`config.mk`:
```
export PLATFORM = sky130hd
export DESIGN_NAME = ccs_channel_config_select
export DESIGN_NICKNAME = d
export VERILOG_FILES = /design/src/logic/ccs_pkg.sv /design/src/logic/ccs_channel_config_select.sv
export SDC_FILE = /design/constraint.sdc
export NUM_CORES = 1
export LEC_CHECK = 0
export BUFFER_PORTS_ARGS = -buffer_cell sky130_fd_sc_hd__buf_2
export CAP_MARGIN = 20
export CORE_MARGIN = 5
export CORE_UTILIZATION = 55
export CTS_CLUSTER_SIZE = 28
export DETAILED_ROUTE_END_ITERATION = 7
export PLACE_DENSITY = 0.75
export SLEW_MARGIN = 15
export SYNTH_ARGS = -nofsm -noshare
export SYNTH_HDL_FRONTEND = slang
export SYNTH_SLANG_ARGS = --single-unit
```
`constraint.sdc`:
```
create_clock -name clk_in -period 3.7 [get_ports clk_in]
set_input_delay 0.74 -clock clk_in [delete_from_list [all_inputs] [get_ports clk_in]]
set_output_delay 0.74 -clock clk_in [all_outputs]
set_load 0.1 [all_outputs]
```
`src/logic/ccs_pkg.sv`:
```
// Constants, state encoding and state record of the lane configuration
// selector. Assumes one 50 MHz clock and synchronous inputs.
package ccs_pkg;

    localparam int unsigned LANES      = 4;
    localparam int unsigned BOOST_W    = 4;
    localparam int unsigned SWING_W    = 2;
    localparam int unsigned GAIN_W     = 2;
    localparam int unsigned ADDR_W     = 4;

    // Register byte pointers seen from the two-wire bus
    localparam logic [7:0]  REG_POWER_DOWN = 8'h02;
    localparam logic [7:0]  REG_LANE_FIRST = 8'h03;
    localparam logic [7:0]  REG_LAST       = 8'h06;
    localparam int unsigned NUM_REGS       = 5;
    localparam logic [7:0]  REG_RESET_VAL  = 8'h00;

    // Field positions inside a lane byte and the power-down byte
    localparam int unsigned BOOST_LSB  = 4;
    localparam int unsigned GAIN_LSB   = 2;
    localparam int unsigned SWING_LSB  = 0;
    localparam int unsigned PD_LSB     = 4;

    // Fixed upper part of the 7-bit target address
    localparam logic [2:0]  ADDR_PREFIX = 3'h7;
    localparam logic [3:0]  BITS_BYTE   = 4'h8;

    typedef enum logic [5:0] {
        ST_IDLE = 6'b00_0001,
        ST_ADDR = 6'b00_0010,
        ST_ACK  = 6'b00_0100,
        ST_RX   = 6'b00_1000,
        ST_TX   = 6'b01_0000,
        ST_MACK = 6'b10_0000
    } ccs_state_type;

    typedef struct packed {
        ccs_state_type                     st;
        logic                              scl;
        logic                              sda;
        logic [3:0]                        bits;
        logic [7:0]                        shreg;
        logic                              rw;
        logic                              got_ptr;
        logic [7:0]                        ptr;
        logic [NUM_REGS-1:0][7:0]          regs;
        logic                              sda_drv;
        logic [LANES*BOOST_W-1:0]          boost;
        logic [LANES*SWING_W-1:0]          swing;
        logic [LANES*GAIN_W-1:0]           gain;
        logic [LANES-1:0]                  lane_en;
        logic                              low_power;
    } ccs_regs_type;

endpackage
```
`src/logic/ccs_channel_config_select.sv`:
```
// Lane configuration selector: strap pins or two-wire bus registers
// drive the per-lane boost, swing, flat gain and enable settings.
// Assumes scl and sda already synchronous to clk_in and far slower.
//
// What this block does
// RULE_01 - Cable absent input high forces low power
// RULE_02 - Cable absent low enables normal lane operation
// RULE_03 - Cable absent acts in both configuration sources
// RULE_04 - Source select low takes settings from straps
// RULE_05 - Source select high takes settings from registers
// RULE_06 - Strap boost code drives all four lanes
// RULE_07 - Strap output level code drives all lanes
// RULE_08 - Strap flat gain code drives all lanes
// RULE_09 - Register clear low restores register defaults
// RULE_10 - Four strap inputs form bus target address
// RULE_11 - Bus mode holds separate settings per lane
// RULE_12 - Per-lane power down only through registers
// RULE_13 - Boost code zero is the weakest level
// RULE_14 - Shared pins interpreted by source select level
module ccs_channel_config_select (
    input  wire logic                                    clk_in,
    input  wire logic                                    rst_in,
    input  wire logic                                    cable_absent_in,
    input  wire logic                                    config_source_select_in,
    input  wire logic [ccs_pkg::BOOST_W-1:0]             boost_select_in,
    input  wire logic [ccs_pkg::SWING_W-1:0]             output_level_select_in,
    input  wire logic [ccs_pkg::GAIN_W-1:0]              dc_gain_select_in,
    input  wire logic                                    scl_in,
    input  wire logic                                    sda_in,
    output logic                                         sda_out,
    output logic                                         sda_oe_out,
    output logic [ccs_pkg::LANES*ccs_pkg::BOOST_W-1:0]   lane_boost_out,
    output logic [ccs_pkg::LANES*ccs_pkg::SWING_W-1:0]   lane_swing_out,
    output logic [ccs_pkg::LANES*ccs_pkg::GAIN_W-1:0]    lane_gain_out,
    output logic [ccs_pkg::LANES-1:0]                    lane_enable_out,
    output logic                                         low_power_out
);

    ccs_pkg::ccs_regs_type s_q;
    ccs_pkg::ccs_regs_type s_d;

    function automatic logic in_map(input logic [7:0] p);
        in_map = (p >= ccs_pkg::REG_POWER_DOWN) && (p <= ccs_pkg::REG_LAST);
    endfunction

    function automatic logic [2:0] reg_idx(input logic [7:0] p);
        logic [7:0] d;
        d = p - ccs_pkg::REG_POWER_DOWN;
        reg_idx = d[2:0];
    endfunction

    function automatic logic [7:0] read_byte(
        input logic [ccs_pkg::NUM_REGS-1:0][7:0] r,
        input logic [7:0]                        p
    );
        read_byte = 8'h00;
        if (in_map(p)) begin
            read_byte = r[reg_idx(p)];
        end
    endfunction

    logic       i2c_mode;
    logic       rise;
    logic       fall;
    logic       start;
    logic       stop;
    logic [6:0] my_addr;
    logic [7:0] rbyte;
    logic [7:0] cfg;

    always_comb begin
        s_d      = s_q;
        rbyte    = 8'h00;
        cfg      = 8'h00;
        i2c_mode = config_source_select_in; // RULE_04 RULE_05
        // Address straps reuse the boost pins; only valid in bus mode
        my_addr  = {ccs_pkg::ADDR_PREFIX, boost_select_in}; // RULE_10 RULE_14
        s_d.scl  = scl_in;
        s_d.sda  = sda_in;
        rise     = !s_q.scl && scl_in;
        fall     = s_q.scl && !scl_in;
        start    = s_q.scl && scl_in && s_q.sda && !sda_in;
        stop     = s_q.scl && scl_in && !s_q.sda && sda_in;

        case (s_q.st)
            ccs_pkg::ST_ADDR: begin
                if (rise) begin
                    s_d.shreg = {s_q.shreg[6:0], sda_in};
                    s_d.bits  = s_q.bits + 4'h1;
                end
                if (fall && s_q.bits == ccs_pkg::BITS_BYTE) begin
                    if (s_q.shreg[7:1] == my_addr) begin
                        s_d.st      = ccs_pkg::ST_ACK;
                        s_d.sda_drv = 1'b1;
                        s_d.rw      = s_q.shreg[0];
                        s_d.got_ptr = 1'b0;
                    end else begin
                        s_d.st = ccs_pkg::ST_IDLE;
                    end
                end
            end
            ccs_pkg::ST_ACK: begin
                if (fall) begin
                    s_d.bits = 4'h0;
                    if (s_q.rw) begin
                        rbyte       = read_byte(s_q.regs, s_q.ptr);
                        s_d.shreg   = rbyte;
                        s_d.ptr     = s_q.ptr + 8'h01;
                        s_d.sda_drv = !rbyte[7];
                        s_d.st      = ccs_pkg::ST_TX;
                    end else begin
                        s_d.sda_drv = 1'b0;
                        s_d.st      = ccs_pkg::ST_RX;
                    end
                end
            end
            ccs_pkg::ST_RX: begin
                if (rise) begin
                    s_d.shreg = {s_q.shreg[6:0], sda_in};
                    s_d.bits  = s_q.bits + 4'h1;
                end
                if (fall && s_q.bits == ccs_pkg::BITS_BYTE) begin
                    if (!s_q.got_ptr) begin
                        s_d.ptr     = s_q.shreg;
                        s_d.got_ptr = 1'b1;
                    end else begin
                        // Reserved bytes swallow writes
                        if (in_map(s_q.ptr)) begin
                            s_d.regs[reg_idx(s_q.ptr)] = s_q.shreg; // RULE_11 RULE_12
                        end
                        s_d.ptr = s_q.ptr + 8'h01;
                    end
                    s_d.st      = ccs_pkg::ST_ACK;
                    s_d.sda_drv = 1'b1;
                end
            end
            ccs_pkg::ST_TX: begin
                if (rise) begin
                    s_d.bits = s_q.bits + 4'h1;
                end
                if (fall) begin
                    if (s_q.bits == ccs_pkg::BITS_BYTE) begin
                        s_d.sda_drv = 1'b0;
                        s_d.st      = ccs_pkg::ST_MACK;
                    end else begin
                        s_d.shreg   = {s_q.shreg[6:0], 1'b0};
                        s_d.sda_drv = !s_q.shreg[6];
                    end
                end
            end
            ccs_pkg::ST_MACK: begin
                // A not-acknowledge ends the read; wait for stop or start
                if (rise && sda_in) begin
                    s_d.st = ccs_pkg::ST_IDLE;
                end else if (fall) begin
                    rbyte       = read_byte(s_q.regs, s_q.ptr);
                    s_d.shreg   = rbyte;
                    s_d.ptr     = s_q.ptr + 8'h01;
                    s_d.sda_drv = !rbyte[7];
                    s_d.bits    = 4'h0;
                    s_d.st      = ccs_pkg::ST_TX;
                end
            end
            default: begin
                s_d.st = ccs_pkg::ST_IDLE;
            end
        endcase

        if (start) begin
            s_d.st      = ccs_pkg::ST_ADDR;
            s_d.bits    = 4'h0;
            s_d.sda_drv = 1'b0;
        end else if (stop) begin
            s_d.st      = ccs_pkg::ST_IDLE;
            s_d.sda_drv = 1'b0;
        end

        // In strap mode the address pins are boost straps, so stay deaf
        if (!i2c_mode) begin
            s_d.st      = ccs_pkg::ST_IDLE; // RULE_14
            s_d.sda_drv = 1'b0;
        end

        // Clear shares a pin with a gain strap; it counts only in bus mode
        if (i2c_mode && !dc_gain_select_in[1]) begin
            s_d.regs = {ccs_pkg::NUM_REGS{ccs_pkg::REG_RESET_VAL}}; // RULE_09 RULE_14
        end

        s_d.low_power = cable_absent_in; // RULE_01 RULE_02 RULE_03
        for (int i = 0; i < ccs_pkg::LANES; i++) begin
            if (i2c_mode) begin
                cfg = s_q.regs[i + 1];
                // Boost code passes straight through, zero weakest
                s_d.boost[i*ccs_pkg::BOOST_W +: ccs_pkg::BOOST_W] =
                    cfg[ccs_pkg::BOOST_LSB +: ccs_pkg::BOOST_W]; // RULE_11 RULE_13
                s_d.swing[i*ccs_pkg::SWING_W +: ccs_pkg::SWING_W] =
                    cfg[ccs_pkg::SWING_LSB +: ccs_pkg::SWING_W]; // RULE_11
                s_d.gain[i*ccs_pkg::GAIN_W +: ccs_pkg::GAIN_W] =
                    cfg[ccs_pkg::GAIN_LSB +: ccs_pkg::GAIN_W]; // RULE_11
                s_d.lane_en[i] = !cable_absent_in
                    && !s_q.regs[0][ccs_pkg::PD_LSB + i]; // RULE_03 RULE_12
            end else begin
                s_d.boost[i*ccs_pkg::BOOST_W +: ccs_pkg::BOOST_W] =
                    boost_select_in; // RULE_06 RULE_13
                s_d.swing[i*ccs_pkg::SWING_W +: ccs_pkg::SWING_W] =
                    output_level_select_in; // RULE_07
                s_d.gain[i*ccs_pkg::GAIN_W +: ccs_pkg::GAIN_W] =
                    dc_gain_select_in; // RULE_08
                s_d.lane_en[i] = !cable_absent_in; // RULE_01 RULE_02
            end
        end
    end

    always_ff @(posedge clk_in) begin
        if (rst_in) begin
            s_q      <= '0;
            s_q.st   <= ccs_pkg::ST_IDLE;
            s_q.scl  <= 1'b1;
            s_q.sda  <= 1'b1;
        end else begin
            s_q <= s_d;
        end
    end

    // Open drain: only ever pulls low
    assign sda_out         = 1'b0;
    assign sda_oe_out      = s_q.sda_drv;
    assign lane_boost_out  = s_q.boost;
    assign lane_swing_out  = s_q.swing;
    assign lane_gain_out   = s_q.gain;
    assign lane_enable_out = s_q.lane_en;
    assign low_power_out   = s_q.low_power;

endmodule

```
==> results of run 1 <==
[worst max-delay path, stage by stage, from the launching register on]
cell,delay (ns)
dfxtp_1,0.46
or4_4,0.62
a21oi_2,0.13
a211oi_1,0.07
and4bb_1,0.72
nor2_1,0.11
a311oi_2,0.24
[routing by layer]
layer  share of wire (%)  vias up  track usage (%)
li1                    -     2153                -
met1                  47     2061             30.3
met2                  46      127             33.4
met3                 6.0       19             3.37
met4                 1.5        0             7.03
met5                   0        -                0
[power by group through the flow]
stage | Combinational, mW | Sequential, mW | Clock, mW
floorplan | 0.205 | 1.22 | 0
global placement | 0.219 | 1.21 | 0
detailed placement | 0.221 | 1.21 | 0
CTS | 0.222 | 1.19 | 0.689
global route | 0.232 | 1.19 | 0.740
finish | 0.221 | 1.19 | 0.681
[area by class of cell]
cell class	count	area, sq um
multi-input combinational	442	2690
inverter	10	37.5
clock buffer	9	124
tap	133	166
fill	883	4160
sequential	108	2160
timing repair buffer	56	293
clock inverter	6	56.3
[how the worst min path moves through the flow]
stage / start / to / slack, ns / cells after the start
after floorplan: flip-flop / lane_enable_out[0] / 0.43 / 1
after global placement: flip-flop / flip-flop / 0.44 / 2
after detailed placement: flip-flop / flip-flop / 0.45 / 2
after CTS: flip-flop / flip-flop / 0.46 / 2
after global routing: flip-flop / flip-flop / 0.50 / 2
final: flip-flop / flip-flop / 0.46 / 2
[cells by family (layout without fill, tap and decap cells)]
kind of cell | after synthesis | after routing | synth area share [%]
AOI/OAI and AO/OA | 157 | 157 | 18.5
xor gates and xnor gates | 9 | 9 | 1.46
adders and majority gates | 7 | 7 | 1.62
buffers and inverters | 90 | 81 | 10.4
DFF | 108 | 108 | 40.0
muxes | 35 | 35 | 6.47
other | 1 | 1 | 0.0693
and+or+nand+nor | 233 | 233 | 21.5
[cell usage after synthesis, drive strengths merged, types with 8 or more instances]
cell type	n
dfxtp	108
nand2	99
a21oi	81
buf	63
nor2	50
mux2i	35
o21ai	21
clkbuf	17
nand2b	16
a211oi	13
nor3	11
inv	10
nand3	10
a22oi	8
a2bb2oi	8
or2	8
[through the flow]
| step | worst slack, ns | std cells | hold slack [ns] | cell area [sq um] |
|---|---|---|---|---|
| 2_1_floorplan | 1.36 | 640 | 0.427 | 5410 |
| 5_1_grt | 1.05 | 764 | 0.501 | 5530 |
| 3_3_place_gp | 1.11 | 749 | 0.438 | 5350 |
| 4_1_cts | 1.27 | 764 | 0.462 | 5530 |
| 3_5_place_dp | 1.16 | 749 | 0.448 | 5350 |
| 6_report | 1.26 | 764 | 0.465 | 5530 |
==> reports/metrics.cfg, run 1 <==
[run_status]
status = completed

[yosys]
async_flop_share_pct = 0
yosys_warnings = 0
synthCells = 640
ys.flop_type = dfxtp_1
yosysTopAreaCell = dfxtp_1
ys_ff_latch = 108
syn-num-nets = 661
syn_area_sq_um = 5410
syn_avg_cell_area_sq_um = 8.46
seq_area_frac_synth_pct = 40.0
synthTopCellsByArea = dfxtp_1 40%, a21oi_1 7.3%, nand2_1 6.9%
netlist.area_leader.share_pct = 40.0
synth_edf_count = 0
ys_types = 62

[drt]
drt_iter0_markers = 335
avgViaCountPerCell = 5.71
vias = 4360
drc_errors = 0
ant_nets = 0
wl_per_cell_microns = 16.2
dr.pass1.iters = 4
finalWirelength_microns = 12400

[timing]
slew_headroom_pct = 53.6
setup_tns_ns = 0
drv_slew = 0
clock_skew_ns = 0.0134
setup_viol = 0
hold_violations = 0
worst_pin_slew_ns = 0.696
fmax_ghz = 0.410
fin_crit_ns = 2.44
period_share_pct = 65.9
rsz0062_at_grt = false

[floorplanning]
die-area_sq_um = 11900
core_sq_um = 9680
fp-row-count = 36
die_w_microns = 109
ios = 53
dieHeight_microns = 109
initial_utilization_pct = 55.9

[critical_path]
crit_type = flip-flop to flip-flop
endpoint_kind = flip-flop
r2r_slack_ns = 1.26
rr_worst_depth = 6
crit_arrival_ns = 2.72
rr_endpoint = s_q[95]
worstPathMaxFanout = 16
r2r_start = s_q[104]
endpoint = s_q[95]
crit_path_start_kind = flip-flop
startpoint = s_q[104]
required_ns = 3.99

[power]
power_mw = 2.09
combPwrFrac_pct = 10.6
p_clk_share_pct = 32.6
powerDensity_nw_per_um2 = 378
peakVddDrop_mv = 0.255
swShare_pct = 29.6
power.leakage_nw = 2.08
power_frac_seq_pct = 56.8
p_sw_uw = 618
internal_power_mw = 1.47

[global_route]
grt_usage_pct = 21.4
grt_pass1_wl_microns = 20200
antenna_found_initial = 0
grt_overflow = 0
grt_max_degree = 46
grt_pass1_vias = 4069

[cells_and_area]
final_util_pct = 57.1
syn_to_final_growth_pct = 2.15
final_cell_mix = 108 x dfxtp_1, 99 x nand2_1, 79 x a21oi_1
diodes = 0
final_common_cell = dfxtp_1
drive_above_1_share_pct = 16.2
fin_nets = 648

[clock_tree]
cts_made_buffers = 9
clk_pin_slew_worst_paths_ns = 0.10
tritoncts = built
cts_sinks = 108
ctsHoldBuffers = 0
clock_path_buffers = 2
root_buffer = clkbuf_8
cts_setup_buffers = 0
ctsResizeCount = 0
h-tree-depth = 3
clk_latency_ns = 0.37

[run]
drv_cap = 0

[placed_design]
portBuffers = 51
dp_hpwl_microns = 8810
gp_congestion = 0.975

[worst_hold_path]
min_path_type = flip-flop to flip-flop

Note: power is estimated with default switching activity, not from simulation.
==> run 2: changes to the inputs <==
--- a/config.mk
+++ b/config.mk
@@ -8,10 +8,10 @@
 export BUFFER_PORTS_ARGS = -buffer_cell sky130_fd_sc_hd__buf_2
 export CAP_MARGIN = 20
 export CORE_MARGIN = 5
-export CORE_UTILIZATION = 55
+export CORE_UTILIZATION = 53
 export CTS_CLUSTER_SIZE = 28
 export DETAILED_ROUTE_END_ITERATION = 7
-export PLACE_DENSITY = 0.75
+export PLACE_DENSITY = 0.76
 export SLEW_MARGIN = 15
 export SYNTH_ARGS = -nofsm -noshare
 export SYNTH_HDL_FRONTEND = slang
==> constraint.sdc (replaced) <==
create_clock -name clk_in -period 2.2 [get_ports clk_in]
set_input_delay 0.44 -clock clk_in [delete_from_list [all_inputs] [get_ports clk_in]]
set_output_delay 0.44 -clock clk_in [all_outputs]
set_load 0.1 [all_outputs]
==> reports/metrics.cfg, run 2 (synthesized netlist as in run 1, its figures left out) <==
[run_status]
status = completed

[global_route]
grt_max_degree = 41  ; -11%
grt_pass1_vias = 4478  ; +10%
antenna_found_initial = 0  ; unchanged
grt_pass1_wl_microns = 22400  ; +11%
grt_usage_pct = 21.8  ; +0.45 points
grt_overflow = 0  ; unchanged

[timing]
fin_crit_ns = 2.11  ; -0.325 ns
whs_ns = 0.316  ; -0.149 ns
rsz0062_at_grt = true
fmax_ghz = 0.473  ; +15%
drv_slew = 0  ; unchanged
finalWorstSetupSlack_ns = 0.0869  ; -1.18 ns
period_share_pct = 96.0  ; +30 points
hold_violations = 0  ; unchanged
setup_viol = 0  ; unchanged
clock_skew_ns = 0.0122  ; -0.00112 ns
slew_headroom_pct = 63.7  ; +10 points
worst_pin_slew_ns = 0.539  ; -0.158 ns

[clock_tree]
h-tree-depth = 3  ; unchanged
tritoncts = built
clock_path_buffers = 2  ; unchanged
clk_pin_slew_worst_paths_ns = 0.10  ; about the same
root_buffer = clkbuf_8
cts_sinks = 108  ; unchanged
cts_made_buffers = 9  ; unchanged
clk_latency_ns = 0.38  ; about the same

[floorplanning]
ios = 53  ; unchanged
fp-row-count = 36  ; unchanged
die-area_sq_um = 12300  ; +3.4%
die_w_microns = 111  ; +1.7%
dieHeight_microns = 111  ; +1.7%
core_sq_um = 9860  ; +1.9%
initial_utilization_pct = 54.9  ; -1.0 points

[drt]
avgViaCountPerCell = 5.76  ; +0.86%
finalWirelength_microns = 13400  ; +8.0%
vias = 4674  ; +7.2%
wl_per_cell_microns = 16.5  ; +1.6%
dr.pass1.iters = 5  ; +1
drt_iter0_markers = 426  ; +27%
drc_errors = 0  ; unchanged
ant_nets = 0  ; unchanged

[cells_and_area]
diodes = 0  ; unchanged
syn_to_final_growth_pct = 9.69
n_fill_cell = 856  ; -3.1%
drive_above_1_share_pct = 22.8  ; +6.7 points
fin_nets = 695  ; +7.3%
final_common_cell = dfxtp_1
final_cell_mix = 106 x dfxtp_1, 98 x nand2_1, 78 x a21oi_1

[placed_design]
dp_hpwl_microns = 9800  ; +11%
gp_congestion = 0.962  ; -1.3%
post-place-ws_ns = 0.0243  ; -1.14 ns
portBuffers = 51  ; unchanged

[critical_path]
rr_endpoint = s_q[105]
worstPathMaxFanout = 9  ; -7
required_ns = 2.46  ; -1.53 ns
r2r_slack_ns = 0.09  ; -1.18 ns
crit_path_start_kind = flip-flop
crit_type = flip-flop to flip-flop
r2r_start = s_q[105]
rr_worst_depth = 7  ; +1
crit_arrival_ns = 2.37  ; -0.35 ns
endpoint_kind = flip-flop

[worst_hold_path]
hp-start = cable_absent_in
min_path_type = input port to flip-flop
holdPathEnd = low_power_out
holdPathStages = 2  ; unchanged

[power]
power_mw = 3.65  ; +75%
powerDensity_nw_per_um2 = 615  ; +63%
power.leakage_nw = 2.34  ; +12%
peakVddDrop_mv = 0.420  ; +65%

[run]
drv_cap = 0  ; unchanged

==> run 2: worst max path at each step <==
stage / start / end / slack, ns / cells past startpoint
after floorplan: s_q[79] / s_q[94] / 0.15 / 9
after global placement: scl_in / sda_oe_out / -0.08 / 7
after detailed placement: scl_in / sda_oe_out / 0.02 / 7
after CTS: s_q[106] / s_q[105] / 0.06 / 6
after global routing: s_q[105] / sda_oe_out / -0.02 / 6
final: s_q[105] / s_q[105] / 0.09 / 7
==> run 2: through the flow <==
| step | cell area [sq um] | util, % | setup TNS, ns | instances |
|---|---|---|---|---|
| finish | 5940 | 60.2 | 0 | 812 |
| global route | 5940 | 60.2 | -0.0216 | 812 |
| CTS | 5920 | 60.0 | 0 | 811 |
| detailed placement | 5710 | 57.8 | 0 | 795 |
| global placement | 5710 | 57.8 | -0.0830 | 795 |
| floorplan | 5410 | - | 0 | 640 |
==> run 2: critical path: stages (launching register included) <==
cell and delay [ns]:
dfxtp_1 0.41, buf_4 0.20, xnor2_1 0.34, o32ai_1 0.16, a22o_1 0.22, or2_1 0.25
buf_4 0.15, o21ai_0 0.27
==> run 2: per-layer routing <==
metal / track usage [%] / part of all wire (%)
met5: 0 / 0
met1: 30.8 / 48
met4: 5.68 / 1.9
met3: 5.13 / 6.8
met2: 33.7 / 44
==> run 2: where the power goes <==
group          leakage (nW)  internal [mW]  total, mW  switching (mW)
Combinational          1.36         0.0632      0.381           0.318
Sequential            0.878           1.98       1.99         0.00866
Clock                 0.102          0.551       1.28           0.727
Total                  2.34           2.60       3.65            1.05
==> run 2: final cells by class <==
cell class                 count  area [sq um]  share of cell area (%)
sequential                   108          2160                    36.5
timing repair buffer         103           658                    11.1
multi-input combinational    442          2700                    45.5
tap                          133           166                    2.80
inverter                      10          37.5                   0.632
clock inverter                 6          82.6                    1.39
clock buffer                  10           128                    2.15
==> run 2: repair_timing <==
item / 4_1_cts / 5_1_grt
endpoints found under the setup margin: 0 / 47
hold buffers: 0 / 0
gates resized for setup: 0 / 6
setup buffers: 0 / 1
==> run 3: changes to the inputs <==
--- a/config.mk
+++ b/config.mk
@@ -5,13 +5,12 @@
 export SDC_FILE = /design/constraint.sdc
 export NUM_CORES = 1
 export LEC_CHECK = 0
-export BUFFER_PORTS_ARGS = -buffer_cell sky130_fd_sc_hd__buf_2
 export CAP_MARGIN = 20
-export CORE_MARGIN = 5
-export CORE_UTILIZATION = 53
+export CORE_UTILIZATION = 55
 export CTS_CLUSTER_SIZE = 28
 export DETAILED_ROUTE_END_ITERATION = 7
-export PLACE_DENSITY = 0.76
+export DONT_BUFFER_PORTS = 1
+export PLACE_DENSITY = 0.73
 export SLEW_MARGIN = 15
 export SYNTH_ARGS = -nofsm -noshare
 export SYNTH_HDL_FRONTEND = slang
==> reports/metrics.cfg, run 3 (synthesized netlist as in run 1, its figures left out) <==
[power]
power.leakage_nw = 2.19  ; -6.1%
powerDensity_nw_per_um2 = 612  ; -0.58%
peakVddDrop_mv = 0.312  ; -26%
power_mw = 3.56  ; -2.6%

[critical_path]
worstPathMaxFanout = 16  ; +7
crit_arrival_ns = 2.38  ; about the same
endpoint_kind = flip-flop
rr_worst_depth = 9  ; +2
r2r_slack_ns = 0.12  ; +0.04 ns
required_ns = 2.50  ; +0.04 ns
r2r_start = s_q[96]
crit_path_start_kind = flip-flop
crit_type = flip-flop to flip-flop
rr_endpoint = s_q[95]

[cells_and_area]
final_cells = 775  ; -4.6%
final_common_cell = dfxtp_1
diodes = 0  ; unchanged
syn_to_final_growth_pct = 7.42
final_cell_mix = 105 x dfxtp_1, 97 x nand2_1, 79 x a21oi_1
fin_area_sq_um = 5810  ; -2.1%
fin_nets = 662  ; -4.7%
drive_above_1_share_pct = 19.7  ; -3.2 points

[timing]
rsz0062_at_grt = true
setup_tns_ns = 0  ; unchanged
clock_skew_ns = 0.0127  ; +0.000443 ns
fmax_ghz = 0.481  ; +1.7%
period_share_pct = 94.4  ; -1.6 points
drv_slew = 0  ; unchanged
hold_violations = 0  ; unchanged
slew_headroom_pct = 61.1  ; -2.6 points
worst_pin_slew_ns = 0.577  ; +0.0385 ns
setup_viol = 0  ; unchanged
fin_crit_ns = 2.08  ; -0.0355 ns
finalWorstSetupSlack_ns = 0.122  ; +0.0355 ns

[run]
drv_cap = 0  ; unchanged

[clock_tree]
clock_path_buffers = 2  ; unchanged
ctsHoldBuffers = 0  ; unchanged
tritoncts = built
h-tree-depth = 3  ; unchanged
clk_latency_ns = 0.39  ; about the same
clk_pin_slew_worst_paths_ns = 0.11  ; about the same
cts_made_buffers = 9  ; unchanged
cts_sinks = 108  ; unchanged
root_buffer = clkbuf_8

[floorplanning]
die_w_microns = 101  ; -8.9%
initial_utilization_pct = 57.7  ; +2.9 points
ios = 53  ; unchanged
dieHeight_microns = 101  ; -8.9%
core_sq_um = 9370  ; -5.0%
die-area_sq_um = 10200  ; -17%
fp-row-count = 35  ; -2.8%

[drt]
drt_iter0_markers = 372  ; -13%
dr.pass1.iters = 5  ; unchanged
wl_per_cell_microns = 16.9  ; +2.2%
ant_nets = 0  ; unchanged
vias = 4438  ; -5.0%
avgViaCountPerCell = 5.73  ; -0.52%
drc_errors = 0  ; unchanged
finalWirelength_microns = 13100  ; -2.5%

[global_route]
grt_pass1_wl_microns = 20800  ; -7.2%
grt_max_degree = 59  ; +44%
grt_pass1_vias = 3973  ; -11%
grt_overflow = 0  ; unchanged
antenna_found_initial = 0  ; unchanged
grt_usage_pct = 26.5  ; +4.6 points

[worst_hold_path]
hp-start = rst_in
min_path_type = input port to flip-flop
holdPathStages = 1  ; -1
holdPathEnd = s_q[91]

[run_status]
status = completed

[placed_design]
gp_congestion = 0.939  ; -2.4%
place_area_sq_um = 5580  ; -2.2%
dp_hpwl_microns = 9350  ; -4.6%
dp_cells = 758  ; -4.7%
post-place-ws_ns = 0.0392  ; +0.0149 ns
portBuffers = 0  ; -100%

==> run 3: critical path, cell delays in order (launching register included) <==
cell      delay [ns]
dfxtp_2         0.38
inv_1           0.07
ha_1            0.22
and3b_1         0.23
and4_1          0.27
a21oi_2         0.11
and4bb_1        0.25
buf_12          0.17
nor2_1          0.06
a311oi_2        0.24
==> run 3: where the power goes <==
group,switching [mW],internal (mW)
Combinational,0.279,0.0687
Clock,0.760,0.452
Sequential,0.0106,1.99
==> run 3: cell type report <==
class / count / area, sq um
clock inverter: 7 / 80.1
clock buffer: 9 / 124
fill: 827 / 3560
sequential: 108 / 2170
multi-input combinational: 442 / 2710
inverter: 10 / 37.5
tap: 129 / 161
timing repair buffer: 70 / 538
==> run 3: repair_timing <==
item,CTS,global route
setup buffers,0,1
resized for setup,0,11
hold endpoints to repair,0,0
setup endpoints to repair,0,42
==> run 3: worst max path at each step <==
stage	from	end	slack [ns]
3_3_place_gp	s_q[106]	s_q[95]	0.09
3_5_place_dp	s_q[79]	flip-flop	0.04
6_report	s_q[96]	s_q[95]	0.12
5_1_grt	s_q[79]	flip-flop	-0.01
2_1_floorplan	s_q[79]	s_q[94]	0.15
4_1_cts	s_q[96]	flip-flop	0.004
==> run 3: metal layers <==
metal	up-vias	wire length [microns]	global-route usage, %
met5	-	0	0
met4	0	150	6.69
met3	19	1050	4.97
met2	171	5770	38.9
met1	2075	6100	39.7
li1	2173	-	-
==> run 3: metrics by stage <==
| stage | hold WS (ns) | util (%) |
|---|---|---|
| floorplan | 0.427 | - |
| global placement | 0.438 | 59.5 |
| detailed placement | 0.447 | 59.5 |
| CTS | 0.103 | 61.7 |
| global route | 0.0829 | 62.0 |
| finish | 0.109 | 62.0 |
